<file path="src/shared/uerr_pkg.sv">
// Package for the USB error interrupt enable and frame number low register slice
`default_nettype none
package uerr_pkg;
  // Register byte offsets
  localparam logic [7:0] ERR_IRQ_EN_OFF = 8'h00;
  localparam logic [7:0] FRAME_LOW_OFF = 8'h04;
  localparam logic [7:0] ERR_STATUS_OFF = 8'h08;
  localparam logic [7:0] ERR_CLEAR_OFF = 8'h0C;
  localparam logic [7:0] FRAME_FULL_OFF = 8'h10;
  // Error enable bit positions
  localparam int PID_CHECK_BIT = 0;
  localparam int CRC5_HOST_BIT = 1;
  localparam int CRC16_FAIL_BIT = 2;
  localparam int DATA_FIELD_BIT = 3;
  localparam int TURNAROUND_BIT = 4;
  localparam int DMA_ERR_BIT = 5;
  localparam int BUS_ACCESS_BIT = 6;
  localparam int BIT_STUFF_BIT = 7;
  localparam int ERR_COUNT = 8;
  localparam int FRAME_WIDTH = 11;
  // Reset values
  localparam logic [7:0] ERR_IRQ_EN_RST = 8'h00;
  localparam logic [10:0] FRAME_RST = 11'h000;
  // Bus responses
  localparam logic [1:0] RESP_OKAY = 2'h0;
  localparam logic [1:0] RESP_SLVERR = 2'h2;
endpackage
`default_nettype wire

</file>
<file path="src/hw/uerr_regs.sv">
// USB error interrupt enables, error flags and frame number capture behind AXI4-Lite
// Operation
// RULE1 - Enable bit 7 lets a bit stuffing error raise the interrupt when 1 and blocks it when 0.
// RULE2 - Enable bit 6 gates the bus access error interrupt the same way.
// RULE3 - Enable bit 5 gates the DMA error interrupt the same way.
// RULE4 - Enable bit 4 gates the bus turnaround time-out interrupt the same way.
// RULE5 - Enable bit 2 gates the CRC16 data packet failure interrupt the same way.
// RULE6 - Enable bit 1 gates the CRC5 token error interrupt the same way.
// RULE7 - Enable bit 0 gates the PID check failure interrupt the same way.
// RULE8 - The frame number low register shows frame number bits 7 to 0, read-only.
// RULE9 - Every received start-of-frame token loads its frame number.
// RULE10 - Bits 15 to 8 of the frame number low register read zero and ignore writes.
// RULE11 - Enable bit 3 gates the data field size error interrupt the same way.
// RULE12 - The interrupt is high while any set error flag has its enable at 1; enables reset to 0.
`default_nettype none
module uerr_regs (
  input wire logic sys_clk,
  input wire logic rst_b,
  input wire logic [7:0] s_axi_awaddr,
  input wire logic s_axi_awvalid,
  output logic s_axi_awready,
  input wire logic [31:0] s_axi_wdata,
  input wire logic [3:0] s_axi_wstrb,
  input wire logic s_axi_wvalid,
  output logic s_axi_wready,
  output logic [1:0] s_axi_bresp,
  output logic s_axi_bvalid,
  input wire logic s_axi_bready,
  input wire logic [7:0] s_axi_araddr,
  input wire logic s_axi_arvalid,
  output logic s_axi_arready,
  output logic [31:0] s_axi_rdata,
  output logic [1:0] s_axi_rresp,
  output logic s_axi_rvalid,
  input wire logic s_axi_rready,
  input wire logic [7:0] err_event,
  input wire logic sof_valid,
  input wire logic [10:0] sof_frame,
  output logic usb_err_irq
);
  logic [7:0] aw_addr_reg;
  logic aw_full_reg;
  logic [31:0] w_data_reg;
  logic [3:0] w_strb_reg;
  logic w_full_reg;
  logic [7:0] err_irq_en_reg;
  logic [7:0] err_status_reg;
  logic [10:0] frame_reg;
  logic do_write;
  logic clr_hit;
  logic [7:0] clr_mask;
  logic [31:0] rdata_next;
  logic rd_ok_next;

  // Address and data are latched separately so either may come first
  always_ff @(posedge sys_clk or negedge rst_b)
  begin
    if (!rst_b)
    begin
      aw_full_reg <= 1'b0;
      aw_addr_reg <= 8'h00;
      w_full_reg <= 1'b0;
      w_data_reg <= 32'h0000_0000;
      w_strb_reg <= 4'h0;
    end
    else
    begin
      if (s_axi_awvalid && s_axi_awready)
      begin
        aw_full_reg <= 1'b1;
        aw_addr_reg <= s_axi_awaddr;
      end
      else if (do_write)
        aw_full_reg <= 1'b0;
      if (s_axi_wvalid && s_axi_wready)
      begin
        w_full_reg <= 1'b1;
        w_data_reg <= s_axi_wdata;
        w_strb_reg <= s_axi_wstrb;
      end
      else if (do_write)
        w_full_reg <= 1'b0;
    end
  end

  // Ready only while the holding slot is empty and no response is pending
  always_ff @(posedge sys_clk or negedge rst_b)
  begin
    if (!rst_b)
    begin
      s_axi_awready <= 1'b0;
      s_axi_wready <= 1'b0;
    end
    else
    begin
      s_axi_awready <= !aw_full_reg && !(s_axi_awvalid && s_axi_awready) && !s_axi_bvalid;
      s_axi_wready <= !w_full_reg && !(s_axi_wvalid && s_axi_wready) && !s_axi_bvalid;
    end
  end

  assign do_write = aw_full_reg && w_full_reg && !s_axi_bvalid;
  assign clr_hit = do_write && (aw_addr_reg == uerr_pkg::ERR_CLEAR_OFF) && w_strb_reg[0];
  assign clr_mask = clr_hit ? w_data_reg[7:0] : 8'h00;

  // Write response; unmapped or read-only targets answer SLVERR, except the read-only frame low register, which answers OKAY
  always_ff @(posedge sys_clk or negedge rst_b)
  begin
    if (!rst_b)
    begin
      s_axi_bvalid <= 1'b0;
      s_axi_bresp <= uerr_pkg::RESP_OKAY;
    end
    else if (do_write)
    begin
      s_axi_bvalid <= 1'b1;
      if (aw_addr_reg == uerr_pkg::ERR_IRQ_EN_OFF || aw_addr_reg == uerr_pkg::ERR_CLEAR_OFF)
        s_axi_bresp <= uerr_pkg::RESP_OKAY;
      else if (aw_addr_reg == uerr_pkg::FRAME_LOW_OFF)
        s_axi_bresp <= uerr_pkg::RESP_OKAY; // Writes dropped, see RULE10
      else
        s_axi_bresp <= uerr_pkg::RESP_SLVERR;
    end
    else if (s_axi_bready)
      s_axi_bvalid <= 1'b0;
  end

  // Enable register; only the low byte lane holds bits, upper bits are reserved
  always_ff @(posedge sys_clk or negedge rst_b)
  begin
    if (!rst_b)
      err_irq_en_reg <= uerr_pkg::ERR_IRQ_EN_RST; // see RULE12
    else if (do_write && aw_addr_reg == uerr_pkg::ERR_IRQ_EN_OFF && w_strb_reg[0])
      err_irq_en_reg <= w_data_reg[7:0]; // see RULE1 see RULE2 see RULE3 see RULE4
  end

  // Sticky error flags; a new event wins over a same-cycle clear
  always_ff @(posedge sys_clk or negedge rst_b)
  begin
    if (!rst_b)
      err_status_reg <= 8'h00;
    else
      err_status_reg <= (err_status_reg & ~clr_mask) | err_event;
  end

  // Frame number capture on each start-of-frame token
  always_ff @(posedge sys_clk or negedge rst_b)
  begin
    if (!rst_b)
      frame_reg <= uerr_pkg::FRAME_RST;
    else if (sof_valid)
      frame_reg <= sof_frame; // see RULE9
  end

  // One interrupt from any flagged enabled source, registered so the output is a flop
  always_ff @(posedge sys_clk or negedge rst_b)
  begin
    if (!rst_b)
      usb_err_irq <= 1'b0;
    else
      usb_err_irq <= |(err_status_reg & err_irq_en_reg); // see RULE5 see RULE6 see RULE7 see RULE11 see RULE12
  end

  // Read mux
  always_comb
  begin
    rdata_next = 32'h0000_0000;
    rd_ok_next = 1'b1;
    case (s_axi_araddr)
      uerr_pkg::ERR_IRQ_EN_OFF: rdata_next = {24'h00_0000, err_irq_en_reg};
      uerr_pkg::FRAME_LOW_OFF: rdata_next = {24'h00_0000, frame_reg[7:0]}; // see RULE8 see RULE10
      uerr_pkg::ERR_STATUS_OFF: rdata_next = {24'h00_0000, err_status_reg};
      uerr_pkg::ERR_CLEAR_OFF: rdata_next = 32'h0000_0000;
      uerr_pkg::FRAME_FULL_OFF: rdata_next = {21'h0_0000, frame_reg};
      default: rd_ok_next = 1'b0;
    endcase
  end

  // Read channel: address taken, data one cycle later
  always_ff @(posedge sys_clk or negedge rst_b)
  begin
    if (!rst_b)
    begin
      s_axi_arready <= 1'b0;
      s_axi_rvalid <= 1'b0;
      s_axi_rdata <= 32'h0000_0000;
      s_axi_rresp <= uerr_pkg::RESP_OKAY;
    end
    else
    begin
      s_axi_arready <= !s_axi_rvalid && !(s_axi_arvalid && s_axi_arready);
      if (s_axi_arvalid && s_axi_arready)
      begin
        s_axi_rvalid <= 1'b1;
        s_axi_rdata <= rdata_next;
        s_axi_rresp <= rd_ok_next ? uerr_pkg::RESP_OKAY : uerr_pkg::RESP_SLVERR;
      end
      else if (s_axi_rready)
        s_axi_rvalid <= 1'b0;
    end
  end

  // Checks; the line lags the flags by one flop, so it is held against the past product
  property p_irq_gate;
    @(posedge sys_clk) disable iff (!rst_b)
      usb_err_irq == $past(|(err_status_reg & err_irq_en_reg));
  endproperty
  a_irq_gate: assert property (p_irq_gate) // see RULE12
    else $error("irq does not follow enabled flags");
  property p_all_blocked;
    @(posedge sys_clk) disable iff (!rst_b)
      (err_irq_en_reg == 8'h00) ##1 (err_irq_en_reg == 8'h00) |-> !usb_err_irq;
  endproperty
  a_all_blocked: assert property (p_all_blocked) // see RULE12
    else $error("irq with all enables clear");
  property p_sof_load;
    @(posedge sys_clk) disable iff (!rst_b) sof_valid |=> frame_reg == $past(sof_frame);
  endproperty
  a_sof_load: assert property (p_sof_load) // see RULE9
    else $error("frame not loaded on SOF");
  property p_frame_read;
    @(posedge sys_clk) disable iff (!rst_b)
      s_axi_arvalid && s_axi_arready && s_axi_araddr == uerr_pkg::FRAME_LOW_OFF
      |=> s_axi_rdata[31:8] == 24'h00_0000 && s_axi_rdata[7:0] == $past(frame_reg[7:0]);
  endproperty
  a_frame_read: assert property (p_frame_read) // see RULE8
    else $error("frame low read wrong");
  property p_event_sticky;
    @(posedge sys_clk) disable iff (!rst_b)
      err_event[uerr_pkg::BIT_STUFF_BIT] |=> err_status_reg[uerr_pkg::BIT_STUFF_BIT];
  endproperty
  a_event_sticky: assert property (p_event_sticky) // see RULE1
    else $error("error event lost");
  property p_bvalid_hold;
    @(posedge sys_clk) disable iff (!rst_b) s_axi_bvalid && !s_axi_bready |=> s_axi_bvalid;
  endproperty
  a_bvalid_hold: assert property (p_bvalid_hold)
    else $error("bvalid dropped early");
  // An enabled source lifts the line two edges after its event: one to flag, one to register
  property p_bit_stuff_raise;
    @(posedge sys_clk) disable iff (!rst_b)
      err_event[uerr_pkg::BIT_STUFF_BIT] && err_irq_en_reg[uerr_pkg::BIT_STUFF_BIT]
      ##1 err_irq_en_reg[uerr_pkg::BIT_STUFF_BIT] |=> usb_err_irq;
  endproperty
  a_bit_stuff_raise: assert property (p_bit_stuff_raise) // see RULE1
    else $error("bit stuff error did not raise irq");
  property p_bus_access_raise;
    @(posedge sys_clk) disable iff (!rst_b)
      err_event[uerr_pkg::BUS_ACCESS_BIT] && err_irq_en_reg[uerr_pkg::BUS_ACCESS_BIT]
      ##1 err_irq_en_reg[uerr_pkg::BUS_ACCESS_BIT] |=> usb_err_irq;
  endproperty
  a_bus_access_raise: assert property (p_bus_access_raise) // see RULE2
    else $error("bus access error did not raise irq");
  property p_dma_raise;
    @(posedge sys_clk) disable iff (!rst_b)
      err_event[uerr_pkg::DMA_ERR_BIT] && err_irq_en_reg[uerr_pkg::DMA_ERR_BIT]
      ##1 err_irq_en_reg[uerr_pkg::DMA_ERR_BIT] |=> usb_err_irq;
  endproperty
  a_dma_raise: assert property (p_dma_raise) // see RULE3
    else $error("dma error did not raise irq");
  property p_turnaround_raise;
    @(posedge sys_clk) disable iff (!rst_b)
      err_event[uerr_pkg::TURNAROUND_BIT] && err_irq_en_reg[uerr_pkg::TURNAROUND_BIT]
      ##1 err_irq_en_reg[uerr_pkg::TURNAROUND_BIT] |=> usb_err_irq;
  endproperty
  a_turnaround_raise: assert property (p_turnaround_raise) // see RULE4
    else $error("turnaround time-out did not raise irq");
  property p_crc16_raise;
    @(posedge sys_clk) disable iff (!rst_b)
      err_event[uerr_pkg::CRC16_FAIL_BIT] && err_irq_en_reg[uerr_pkg::CRC16_FAIL_BIT]
      ##1 err_irq_en_reg[uerr_pkg::CRC16_FAIL_BIT] |=> usb_err_irq;
  endproperty
  a_crc16_raise: assert property (p_crc16_raise) // see RULE5
    else $error("crc16 failure did not raise irq");
  property p_crc5_raise;
    @(posedge sys_clk) disable iff (!rst_b)
      err_event[uerr_pkg::CRC5_HOST_BIT] && err_irq_en_reg[uerr_pkg::CRC5_HOST_BIT]
      ##1 err_irq_en_reg[uerr_pkg::CRC5_HOST_BIT] |=> usb_err_irq;
  endproperty
  a_crc5_raise: assert property (p_crc5_raise) // see RULE6
    else $error("crc5 error did not raise irq");
  property p_pid_check_raise;
    @(posedge sys_clk) disable iff (!rst_b)
      err_event[uerr_pkg::PID_CHECK_BIT] && err_irq_en_reg[uerr_pkg::PID_CHECK_BIT]
      ##1 err_irq_en_reg[uerr_pkg::PID_CHECK_BIT] |=> usb_err_irq;
  endproperty
  a_pid_check_raise: assert property (p_pid_check_raise) // see RULE7
    else $error("pid check failure did not raise irq");
  property p_data_field_raise;
    @(posedge sys_clk) disable iff (!rst_b)
      err_event[uerr_pkg::DATA_FIELD_BIT] && err_irq_en_reg[uerr_pkg::DATA_FIELD_BIT]
      ##1 err_irq_en_reg[uerr_pkg::DATA_FIELD_BIT] |=> usb_err_irq;
  endproperty
  a_data_field_raise: assert property (p_data_field_raise) // see RULE11
    else $error("data field size error did not raise irq");
  // A flagged source with its enable at 0 must not lift the line by itself
  for (genvar gi = 0; gi < uerr_pkg::ERR_COUNT; gi++)
  begin : g_src_blocked
    property p_src_blocked;
      @(posedge sys_clk) disable iff (!rst_b)
        err_status_reg[gi] && !err_irq_en_reg[gi] && ((err_status_reg & err_irq_en_reg) == 8'h00) |=> !usb_err_irq;
    endproperty
    a_src_blocked: assert property (p_src_blocked) // see RULE1 RULE2 RULE3 RULE4 RULE5 RULE6 RULE7 RULE11
      else $error("disabled error source raised irq");
  end
  // A bus write to the frame low word must leave the captured number alone
  property p_frame_write_ignored;
    @(posedge sys_clk) disable iff (!rst_b)
      do_write && aw_addr_reg == uerr_pkg::FRAME_LOW_OFF && !sof_valid |=> $stable(frame_reg);
  endproperty
  a_frame_write_ignored: assert property (p_frame_write_ignored) // see RULE10
    else $error("frame number changed by a bus write");
  c_sof: cover property (@(posedge sys_clk) disable iff (!rst_b) sof_valid);
  c_irq: cover property (@(posedge sys_clk) disable iff (!rst_b) $rose(usb_err_irq));
  c_write: cover property (@(posedge sys_clk) disable iff (!rst_b) do_write);
endmodule // uerr_regs
`default_nettype wire

</file>
<file path="config.mk">
export PLATFORM = sky130hd
export DESIGN_NAME = uerr_regs
export DESIGN_NICKNAME = d
export VERILOG_FILES = /design/src/shared/uerr_pkg.sv /design/src/hw/uerr_regs.sv
export SDC_FILE = /design/constraint.sdc
export NUM_CORES = 1
export LEC_CHECK = 0
export BUFFER_PORTS_ARGS = -buffer_cell sky130_fd_sc_hd__buf_2
export CAP_MARGIN = 30
export CORE_MARGIN = 4
export CORE_UTILIZATION = 40
export CTS_BUF_LIST = sky130_fd_sc_hd__clkbuf_16
export DETAILED_ROUTE_END_ITERATION = 6
export GPL_TIMING_DRIVEN = 0
export PLACE_DENSITY_LB_ADDON = 0.08
export REMOVE_ABC_BUFFERS = 1
export SLEW_MARGIN = 40
export SYNTH_ARGS = -nofsm -noshare
export SYNTH_HDL_FRONTEND = slang
export SYNTH_SLANG_ARGS = --single-unit
</file>
<file path="constraint.sdc">
create_clock -name sys_clk -period 2.3 [get_ports sys_clk]
set_input_delay 0.115 -clock sys_clk [delete_from_list [all_inputs] [get_ports sys_clk]]
set_output_delay 0.115 -clock sys_clk [all_outputs]
set_load 0.005 [all_outputs]
</file>
==> results list, run 1 <==
* Run status: finished, final reports clean
* IO buf count: 70
- Number of buffers inserted to repair setup after CTS: 0
- Number of pins with negative max-slew slack in the final report: 0
- The min-delay analysis places its worst path in the category in2reg.
- Area fraction of the dominant cell type after synthesis: 0.564
- The worst register-to-register path ends at err_irq_en_reg[1].
- STA classifies the critical path startpoint as a register.
* Unique masters post-synth: 32
* Post-DR vias/cell: 4.74
- In this run the worst setup path terminates at err_irq_en_reg[1].
- Transition at the pin with the smallest max-transition slack: 570 ps
* Top fanout value on the critical path: 8
- Total routing usage reported by global routing: 0.156
* Static leakage: 1.79 nW
* Number of buffers created by CTS: 9
* Commonest register cell after synthesis: dfrtp_1
* Cell taking the most area after synthesis: dfrtp_1
- Core region area: 0.00691 mm2
* Worst reg-to-reg path cell count: 3
- In the final layout, the share of cells above drive strength 1 is 0.397.
- Power per cell area: 933 mW/mm2
- Post-synthesis async set-or-reset flop share: 1.00
- The worst register-to-register path begins at aw_addr_reg[5].
- TritonCTS sink count: 65
* Summed negative setup slack over all endpoints: 0 ps
- Avg Inst Size Synth: 13.0 um2
- ANT cells: 0
- For met2 alone, demand over resource in global routing was 0.238.
* VDD IR-drop max: 0.000658 V
- Top Usage Layer GRT: met2
- Ranked by total cell area, the synthesized netlist is headed by dfrtp_1 56%, mux2_2 11%, buf_4 6.0%.
- The synthesized design contains 0 enable-type register cells.
- Initial antenna violation count: 0
- The die covers 0.00864 mm2.
* DRT antenna net count: 0
* Placer's final routability congestion estimate: 0.760
* Post-synthesis sequential element count: 65
* Share of the clock period used by the worst path after layout: 0.893
- STA puts the critical path data required time at 2510 ps.
- Count of maximum capacitance violations: 0
- The worst pin sits at a relative slew slack of 0.617.
- Routed len/inst: 15.1 um
* Post-route minimum period: 2050 ps
* Arrival time of the worst setup path: 2260 ps
- Row generation in the floorplan step produced 30 rows.
- For this run, the number of Yosys warnings is 0.
- Number of nets in the layout: 389
- Number of buffers on the longest clock path: 2
- Total standard cell area after synthesis: 0.00289 mm2
* Unrepaired setup endpoints after global routing: false
* Dpl hpwl: 4340 um
* Starting density of the core: 0.418
- Category of the worst setup path capture point: register
- Most common library cells after synthesis: 65 x dfrtp_1, 28 x mux2_2, 23 x buf_4, 17 x nand2_1, 11 x a22o_1
- X dimension of the die: 93.0 um
- Met1 usage: 0.196
* Hold Worst Slack: 15.2 ps
- 121 I/O pins were placed.
- Starting DRT DRC Count: 52
* Layout overhead on the synthesized area: 28.4%
- Wire length of the first global-routing pass: 10,100 um
- The via count of the first global-routing pass was 2,000.
- After clock tree synthesis, the clock-pin slew on the worst setup and hold paths is 50 ps.
- First-pass DRT Iterations: 4
- For this run, design rule violations remaining after detail routing come to 0.
- The detailed router placed 1,950 vias in this run.
- Clock tree root buffer cell: clkbuf_16
- Post-synthesis instance total: 222
* Number of cells on the worst hold path: 2
- TritonCTS built the clock tree.
- Y dimension of the die: 93.0 um
* Worst setup margin: 247 ps
- Maximum number of pins on one net before global-route repair: 54
- Before CTS, the worst setup slack after placement is 38.6 ps.
* Critical setup path kind: reg2reg
- Register-to-register path setup slack: 250 ps
- Final Hold Vio Count: 0
- Summed over all layers, the global routing overflow is 0.
- Met3 track demand over resource: 0.0601
- Setup violators final: 0
- For the worst-skew pair, the clock arrives at the later sink with an insertion delay of 330 ps.
- After filler insertion, the fill cell instance count of the layout stands at 633.
- The critical path starts at aw_addr_reg[5].
- Wires add up to 6190 um.
* Upper clock frequency limit: 487 MHz
* Level count of the clock H-tree: 3
- Maximum clock skew at final layout: 4.76 ps
* Sequential element share of the synthesized area: 0.564
* Most common cell in the synthesized netlist: dfrtp_1
per-layer routing:
layer	vias to the layer above	wire length, um	share of wire
li1	933	-	-
met4	0	180	0.029
met5	-	0	0
met1	921	2680	0.43
met3	16	479	0.077
met2	80	2860	0.46
power by group:
part           internal (mW)  switching [mW]  leakage, nW
combinational          0.340           0.261        0.852
sequential              1.40           0.172        0.784
clock                  0.818           0.472        0.150
total                   2.56           0.904         1.79
cell families after synthesis:
logic type             after synthesis  share of synthesized area
AO/OA/AOI/OAI                       39                      0.104
XOR/XNOR                             1                    0.00303
buffers and inverters               32                     0.0741
flip-flops                          65                      0.564
multiplexers                        44                      0.179
other                                1                    0.00130
AND/OR/NAND/NOR                     40                     0.0759
worst max-delay path, stage by stage (launching register included):
cell and delay, ps:
dfrtp_1 380, or4_4 570, or4b_4 650, mux2_4 330
final cells by class:
type / count / area, um2 / area share
clock buffers: 9 / 225 / 0.0607
flip-flops and latches: 65 / 1630 / 0.439
well taps: 96 / 120 / 0.0324
inverters: 3 / 11.3 / 0.00304
clock inverters: 7 / 55.1 / 0.0148
repair buffers: 84 / 514 / 0.139
multi-input cells: 147 / 1150 / 0.312
placed cells by master, fill, tap and decap left out, types with 2 or more instances in the layout:
master | netlist | routed
buf_2 | 0 | 69
mux2_4 | 8 | 8
clkinv_2 | 0 | 2
mux2i_1 | 8 | 8
a21oi_1 | 3 | 3
nand2_1 | 17 | 17
dlygate4sd3_1 | 0 | 13
a22o_1 | 11 | 11
clkbuf_16 | 0 | 9
nor3_1 | 4 | 3
dfrtp_1 | 65 | 65
inv_1 | 3 | 6
nor2_1 | 5 | 5
mux2_2 | 28 | 28
conb_1 | 1 | 23
o21ai_0 | 4 | 4
nor2b_1 | 2 | 2
o2bb2ai_1 | 8 | 8
a22oi_1 | 4 | 4
a21o_1 | 8 | 8
timing repair:
| item | CTS | global route |
|---|---|---|
| hold buffers | 13 | 0 |
| resized for setup | 0 | 1 |
| setup endpoints to repair | 0 | 8 |
| hold endpoints to repair | 77 | 0 |
how the worst min path moves through the flow:
stage / start / end / slack, ps
4_1_cts: s_axi_awaddr[6] / aw_addr_reg[6] / 9
3_5_place_dp: rst_b / s_axi_rdata[5] / -50
6_report: s_axi_awaddr[1] / aw_addr_reg[1] / 20
2_1_floorplan: rst_b / aw_addr_reg[0] / -180
5_1_grt: s_axi_wdata[0] / w_data_reg[0] / 10
3_3_place_gp: s_axi_rready / s_axi_rvalid / 290
through the flow:
stage | std cells | total power [mW] | instance area [um2] | util
after floorplan | 215 | 1.93 | 2770 | -
after global placement | 381 | 2.14 | 3240 | 0.469
after detailed placement | 382 | 2.18 | 3280 | 0.476
after CTS | 411 | 3.51 | 3690 | 0.535
after global routing | 411 | 3.67 | 3710 | 0.537
final | 411 | 3.46 | 3710 | 0.537
No activity file was read; power rests on OpenSTA's default activity.
==> run 2: changes to the inputs <==
CORE_ASPECT_RATIO = 0.8   (was not set)
==> run 2 against run 1 <==
- sequential power hardly changed
- global-route usage is 1.4 points lower
- hold slack better by 6.7 ps
- largest power group unchanged
- largest cell class unchanged
- final cell count is 2.2% lower
- non-clock buffer count stayed put
- clock skew is 1.0 ps higher
- combinational power hardly changed
==> results list, run 2 (synthesis gave the netlist of run 1 again) <==
* Run status: finished, final reports clean
- The worst hold path begins at sof_frame[7].
- The detailed placer's ending HPWL is 4410 um (+1.7%).
- Setup repair after global routing left no endpoint under its margin.
- Terminating pin of the worst hold path: frame_reg[7]
- The total detailed-routing wirelength came to 5920 um (-4.3%).
- The portion of the clock cycle consumed by the worst path in the final layout is 0.891 (-0.00146).
* Routed len/inst: 14.7 um (-2.2%)
- Post-DR vias/cell: 4.82 (+1.5%)
* Switching share of power: 0.259 (-0.00209)
* Starting DRT DRC Count: 65 (+25%)
* Final Hold Vio Count: 0 (unchanged)
- Summed negative setup slack over all endpoints: 0 ps (unchanged)
- Top fanout value on the critical path: 8 (unchanged)
* Relative contribution of sequential cells to total power: 0.456 (+0.003)
- Vias in the first global route: 1,905 (-4.8%)
* Remaining global-route overflow: 0 (unchanged)
- Part of the total power dissipated in combinational logic: 0.175 (about the same)
- The detailed-router iteration count before antenna repair is 4 (unchanged).
- Total internal power: 2.55 mW (-0.18%)
- Count of maximum capacitance violations: 0 (unchanged)
- Worst setup margin: 250 ps (+3.35 ps)
* Cell-by-cell listing of the critical path: or4_4 > or4b_4 > mux2_4
- TritonCTS sink count: 65 (unchanged)
- The standard-cell row count came to 27 (-10%).
* Category of the worst setup path capture point: register
* Buffering stage count on the worst path with inverters included: 0 (unchanged)
- Maximum clock skew at final layout: 5.76 ps (+0.996 ps)
- The maximum clock frequency is 488 MHz (+0.16%).
- Dominant delay contributor by cell family on the critical path: simple AND/OR/NAND/NOR gates
- The tree is rooted in a clkbuf_16.
- Wire length of the first global-routing pass: 9380 um (-7.0%)
* Number of design rule violations left after detail routing: 0 (unchanged)
* Level count of the clock H-tree: 3 (unchanged)
* Switching pwr: 893 uW (-1.3%)
* Number of buffers inserted to repair setup after CTS: 0 (unchanged)
* Number of pins with negative max-slew slack in the final report: 0 (unchanged)
- Max stage delay on crit path: 660 ps (about the same)
- The power density relative to cell area is 934 mW/mm2 (+0.11%).
- DR vias: 1,936 (-0.72%)
- The total routing resource utilization after global routing is 0.142 (-0.0138).
- Arrival time of the worst setup path: 2260 ps (about the same)
- Clk network pwr share: 0.369 (-0.004)
- Transition at the pin with the smallest max-transition slack: 615 ps (+44.6 ps)
* Y dimension of the die: 84.0 um (-9.7%)
* Worst reg-to-reg path cell count: 3 (unchanged)
- The total setup violations reported at the end of the flow is 0 (unchanged).
* Maximum number of pins on one net before global-route repair: 39 (-28%)
- The die outline width was 103 um (+11%).
- CP Data Required Time: 2510 ps (about the same)
* Number of cells on the worst hold path: 2 (unchanged)
- Layout Utilization: 0.530 (-0.00711)
- The die area came to 0.00865 mm2 (about the same).
- Area post-placement: 0.00327 mm2 (-0.57%)
* DRT antenna net count: 0 (unchanged)
- Final design area excluding fillers: 0.00369 mm2 (-0.57%)
* Leading cell type in the layout, fill and taps excluded: buf_2
* VDD IR-drop max: 0.000524 V (-20%)
- The final weighted congestion of routability-driven global placement came to 0.716 (-5.8%).
- Post-route minimum period: 2050 ps (-3.35 ps)
* Clock tree from TritonCTS: yes
- Sort of element at the start of the critical path: register
* Number of ports placed on the die boundary: 121 (unchanged)
- FF-to-FF End: err_irq_en_reg[1]
* Number of nets in the layout: 389 (unchanged)
* Register-to-register path setup slack: 250 ps (about the same)
* Core region area: 0.00696 mm2 (+0.76%)
- Static leakage: 1.77 nW (-0.87%)
- The CTS buffer count came to 9 (unchanged).
- By startpoint and endpoint, the worst setup path is classified as reg2reg.
- IO buf count: 70 (unchanged)
- The startpoint identified for the worst register-to-register timing path is aw_addr_reg[5].
- Initial antenna violation count: 0 (unchanged)
* Clock transition time at the flip-flop clock pins of the worst setup and hold paths: 50 ps (about the same)
- The number of antenna repair diodes was 0 (unchanged).
* Number of buffers on the longest clock path: 2 (unchanged)
* Starting density of the core: 0.415 (-0.00316)
* Kind of path behind the tightest hold check: in2reg
- Compared with the post-synthesis result, the final layout area differs by 27.7%.
- Clock Latency Late Sink: 320 ps (about the same)
- Share of cells above drive strength 1: 0.390 (-0.00635)
* Relative slew slack: 0.588 (-0.0291)
* CP max stage cell: or4b_4
- Leaving out fill and tap cells, the most frequent cells in the layout are 69 x buf_2, 65 x dfrtp_1, 28 x mux2_2.
* Worst setup timing slack at the placement stage: 45.3 ps (+6.73 ps)
==> run 2: cell types whose count changed in the layout (fill, tap and decap cells not counted) <==
cell / before / now
buf_16: 1 / 0
inv_1: 6 / 4
buf_12: 0 / 1
clkinv_1: 1 / 5
clkinv_2: 2 / 0
==> run 2: worst max-delay path by stage <==
stage / from / to / slack [ps] / cells after the start
2_1_floorplan: aw_addr_reg[5] / err_irq_en_reg[0] / 200 / 3
3_3_place_gp: aw_addr_reg[5] / err_irq_en_reg[4] / 50 / 3
3_5_place_dp: aw_addr_reg[5] / err_irq_en_reg[7] / 50 / 3
4_1_cts: aw_addr_reg[5] / err_irq_en_reg[1] / 40 / 3
5_1_grt: aw_addr_reg[5] / err_irq_en_reg[2] / 220 / 3
6_report: aw_addr_reg[5] / err_irq_en_reg[1] / 250 / 3
==> run 2: layout make-up <==
cell class | count | area, um2
Sequential cell | 65 | 1630
Timing Repair Buffer | 84 | 507
Clock inverter | 7 | 52.6
Multi-Input combinational cell | 147 | 1150
Tap cell | 87 | 109
Fill cell | 642 | 3270
Inverter | 3 | 11.3
Clock buffer | 9 | 225
==> run 2: routing by layer <==
metal | GRT usage | vias to the layer above | wire, um
li1 | - | 932 | -
met1 | 0.196 | 937 | 2900
met2 | 0.206 | 59 | 2600
met3 | 0.0585 | 8 | 369
met4 | 0.0353 | 0 | 58
met5 | 0 | - | 0
==> run 2: worst reg2reg max path: stages, from the launching register on <==
cell and delay [ps]:
dfrtp_1 370, or4_4 570, or4b_4 660, mux2_4 340
==> run 2: what timing repair did <==
item,4_1_cts,5_1_grt
setup endpoints to repair,0,2
hold buffers,13,0
hold endpoints to repair,77,0
gates resized for setup,0,1
==> run 2: power by group through the flow <==
stage | Combinational, mW | Clock (mW) | Sequential, mW
global route | 0.675 | 1.36 | 1.61
detailed placement | 0.591 | 0 | 1.59
CTS | 0.610 | 1.31 | 1.57
global placement | 0.560 | 0 | 1.58
floorplan | 0.386 | 0 | 1.54
finish | 0.603 | 1.27 | 1.57
==> run 2: through the flow <==
step | power, mW | std cells | hold slack, ps
2_1_floorplan | 1.93 | 215 | -181
3_3_place_gp | 2.14 | 372 | 294
3_5_place_dp | 2.18 | 373 | 2.09
4_1_cts | 3.49 | 402 | 12.7
5_1_grt | 3.65 | 402 | 14.0
6_report | 3.44 | 402 | 21.9
==> run 3: changes to the inputs <==
PLACE_DENSITY = 0.69   (was not set)
PLACE_DENSITY_LB_ADDON = not set   (was 0.08)
SETUP_SLACK_MARGIN = 0.5   (was not set)
==> run 3 against run 2 <==
- first-iteration DRC count increased by 23%
- non-clock buffer count increased by 2
- via count increased by 2.0%
- sequential share of layout area decreased by 0.47 points
- global-route usage increased by 0.72 points
- combinational power increased by 1%
- die area unchanged
- final cell count increased by 0.50%
- clock-buffer cell count unchanged
- clock skew increased by 1.3 ps
- core utilization increased by 0.58 points
- power increased by 2.5%
- largest cell class unchanged
- highest routed layer unchanged
==> results list, run 3 (synthesis gave the netlist of run 1 again) <==
- The path depth of the worst reg2reg path was 3 (unchanged).
- Starting density of the core: 0.415 (unchanged)
* Summed negative setup slack over all endpoints: 0 ps (unchanged)
- The detailed placer's ending HPWL is 4430 um (+0.31%).
- Power per cell area: 947 mW/mm2 (+1.4%)
- Core region area: 0.00696 mm2 (unchanged)
- Crit path from: aw_addr_reg[7]
- FF-to-FF End: err_irq_en_reg[2]
* Register-to-register path setup slack: 290 ps (+40 ps)
- First-pass DRT Iterations: 4 (unchanged)
* Y dimension of the die: 84.0 um (unchanged)
- Filler cells: 605 (-5.8%)
- Clock Latency Late Sink: 330 ps (about the same)
* DR vias: 1,974 (+2.0%)
- The sum of overflow across all layers after global routing came to 0 (unchanged).
- Transition at the pin with the smallest max-transition slack: 560 ps (-55.0 ps)
- The total setup violations reported at the end of the flow was 0 (unchanged).
* Count of maximum capacitance violations: 0 (unchanged)
- Run status: finished, final reports clean
- The normalized max-slew margin is 0.624 (+0.0360).
- The critical path data arrival time came to 2220 ps (-40 ps).
- DP Cell Count: 373 (unchanged)
* Unrepaired setup endpoints after global routing: true
* VDD IR-drop max: 0.000368 V (-30%)
- The library cells used most frequently in the layout, excluding fill and tap cells, are 69 x buf_2, 65 x dfrtp_1, 28 x mux2_2.
* Clock tree from TritonCTS: yes
- Clock transition time at the flip-flop clock pins of the worst setup and hold paths: 60 ps (about the same)
- The minimum period implied by the final worst setup slack came to 2010 ps (-37.3 ps).
* Category of the worst setup path capture point: register
- The number of clock sinks was 65 (unchanged).
- The final cell count without fillers was 404 (+0.50%).
- Critical setup path kind: reg2reg
- The standard-cell row count came to 27 (unchanged).
- The final number of hold-violating endpoints was 0 (unchanged).
- Maximum clock skew at final layout: 7.01 ps (+1.25 ps)
- Level count of the clock H-tree: 3 (unchanged)
* Upper clock frequency limit: 497 MHz (+1.9%)
- The wire length of the first global-routing pass is 9780 um (+4.3%).
* Number of design rule violations left after detail routing: 0 (unchanged)
- In this run the most critical hold path is launched from s_axi_awaddr[6].
* Leading cell type in the layout, fill and taps excluded: buf_2
- Worst setup timing slack at the placement stage: 36.8 ps (-8.53 ps)
- Starting DRT DRC Count: 80 (+23%)
* Kind of path behind the tightest hold check: in2reg
* Top fanout value on the critical path: 8 (unchanged)
* Share of cells above drive strength 1: 0.413 (+0.0228)
- The number of placed I/O pins is 121 (unchanged).
* Layout overhead on the synthesized area: 29.1%
- The vias per cell is 4.89 (+1.5%).
- Total routing usage reported by global routing: 0.149 (+0.00717)
- Routed len/inst: 15.0 um (+1.6%)
- DRT antenna net count: 0 (unchanged)
- The die area is 0.00865 mm2 (unchanged).
- Number of buffers on the longest clock path: 2 (unchanged)
- IO buf count: 70 (unchanged)
- The final weighted congestion of routability-driven global placement is 0.732 (+2.2%).
* Terminating pin of the worst hold path: aw_addr_reg[6]
- ANT cells: 0 (unchanged)
* Number of cells on the worst hold path: 2 (unchanged)
- The largest net degree at the start of global routing is 36 (-7.7%).
- Initial antenna violation count: 0 (unchanged)
- The standby leakage power came to 1.78 nW (+0.32%).
* Sort of element at the start of the critical path: register
- Number of pins with negative max-slew slack in the final report: 0 (unchanged)
- The required time of the critical path is 2510 ps (about the same).
- X dimension of the die: 103 um (unchanged)
- Total wire length after detailed routing: 6050 um (+2.1%)
- The setup slack after layout is 287 ps (+37.3 ps).
- Launch point of the worst reg-to-reg path: aw_addr_reg[7]
- The via count of the first global-routing pass came to 2,023 (+6.2%).
- Share of the clock period used by the worst path after layout: 0.875 (-0.0162)
- The net count reported at finish came to 391 (+0.51%).
- The CTS buffer count is 9 (unchanged).
- Clock tree root buffer cell: clkbuf_16
-- run 3: cell types whose count changed in the layout (fill, tap and decap cells not counted) --
cell	delta
clkinv_1	-5
clkinvlp_4	+4
buf_4	+2
inv_6	+2
inv_1	-1
-- run 3: cell type report --
class / count / area, um2 / area share
inverters: 3 / 11.3 / 0.00302
well taps: 87 / 109 / 0.0292
multi-input cells: 147 / 1150 / 0.310
flip-flops and latches: 65 / 1630 / 0.437
clock inverters: 7 / 77.6 / 0.0208
clock buffers: 9 / 225 / 0.0604
repair buffers: 86 / 522 / 0.140
-- run 3: per-stage QoR --
step | util | area, um2 | hold slack (ps) | power [mW]
2_1_floorplan | - | 2770 | -181 | 1.93
6_report | 0.535 | 3730 | 11.8 | 3.53
5_1_grt | 0.535 | 3730 | 8.72 | 3.73
4_1_cts | 0.534 | 3710 | 3.81 | 3.58
3_5_place_dp | 0.469 | 3260 | 75.6 | 2.18
3_3_place_gp | 0.464 | 3230 | 291 | 2.13
-- run 3: routing by layer --
metal  vias to the layer above  share of wire  GRT usage  wire length, um
li1                        936              -          -                -
met1                       974           0.43      0.186             2630
met2                        55           0.49      0.238             2960
met4                         0          0.012     0.0529               75
met3                         9          0.064     0.0518              385
met5                         -              0          0                0
-- run 3: critical path, stage by stage, from the launching register on --
cell and delay (ps):
dfrtp_1 370, or4_4 540, or4b_4 650, mux2_4 330
-- run 3: power breakdown --
group / internal [mW] / switching [mW] / total, mW
combinational: 0.345 / 0.267 / 0.612
sequential: 1.40 / 0.172 / 1.57
clock: 0.844 / 0.506 / 1.35
-- run 3: timing repair --
item                       4_1_cts  5_1_grt
setup buffers                    2        0
cloned                           0        0
hold endpoints to repair        42        0
pin swaps                        3        2
gates resized for setup          1        1
hold buffers                    13        0
setup endpoints to repair       16       16
-- run 3: how the worst max path moves through the flow --
stage	to	slack, ps	cells past startpoint
after floorplan	err_irq_en_reg[0]	200	3
after global placement	err_irq_en_reg[4]	80	3
after detailed placement	err_irq_en_reg[2]	40	3
after CTS	err_irq_en_reg[5]	250	3
after global routing	err_irq_en_reg[5]	250	3
final	err_irq_en_reg[2]	290	3
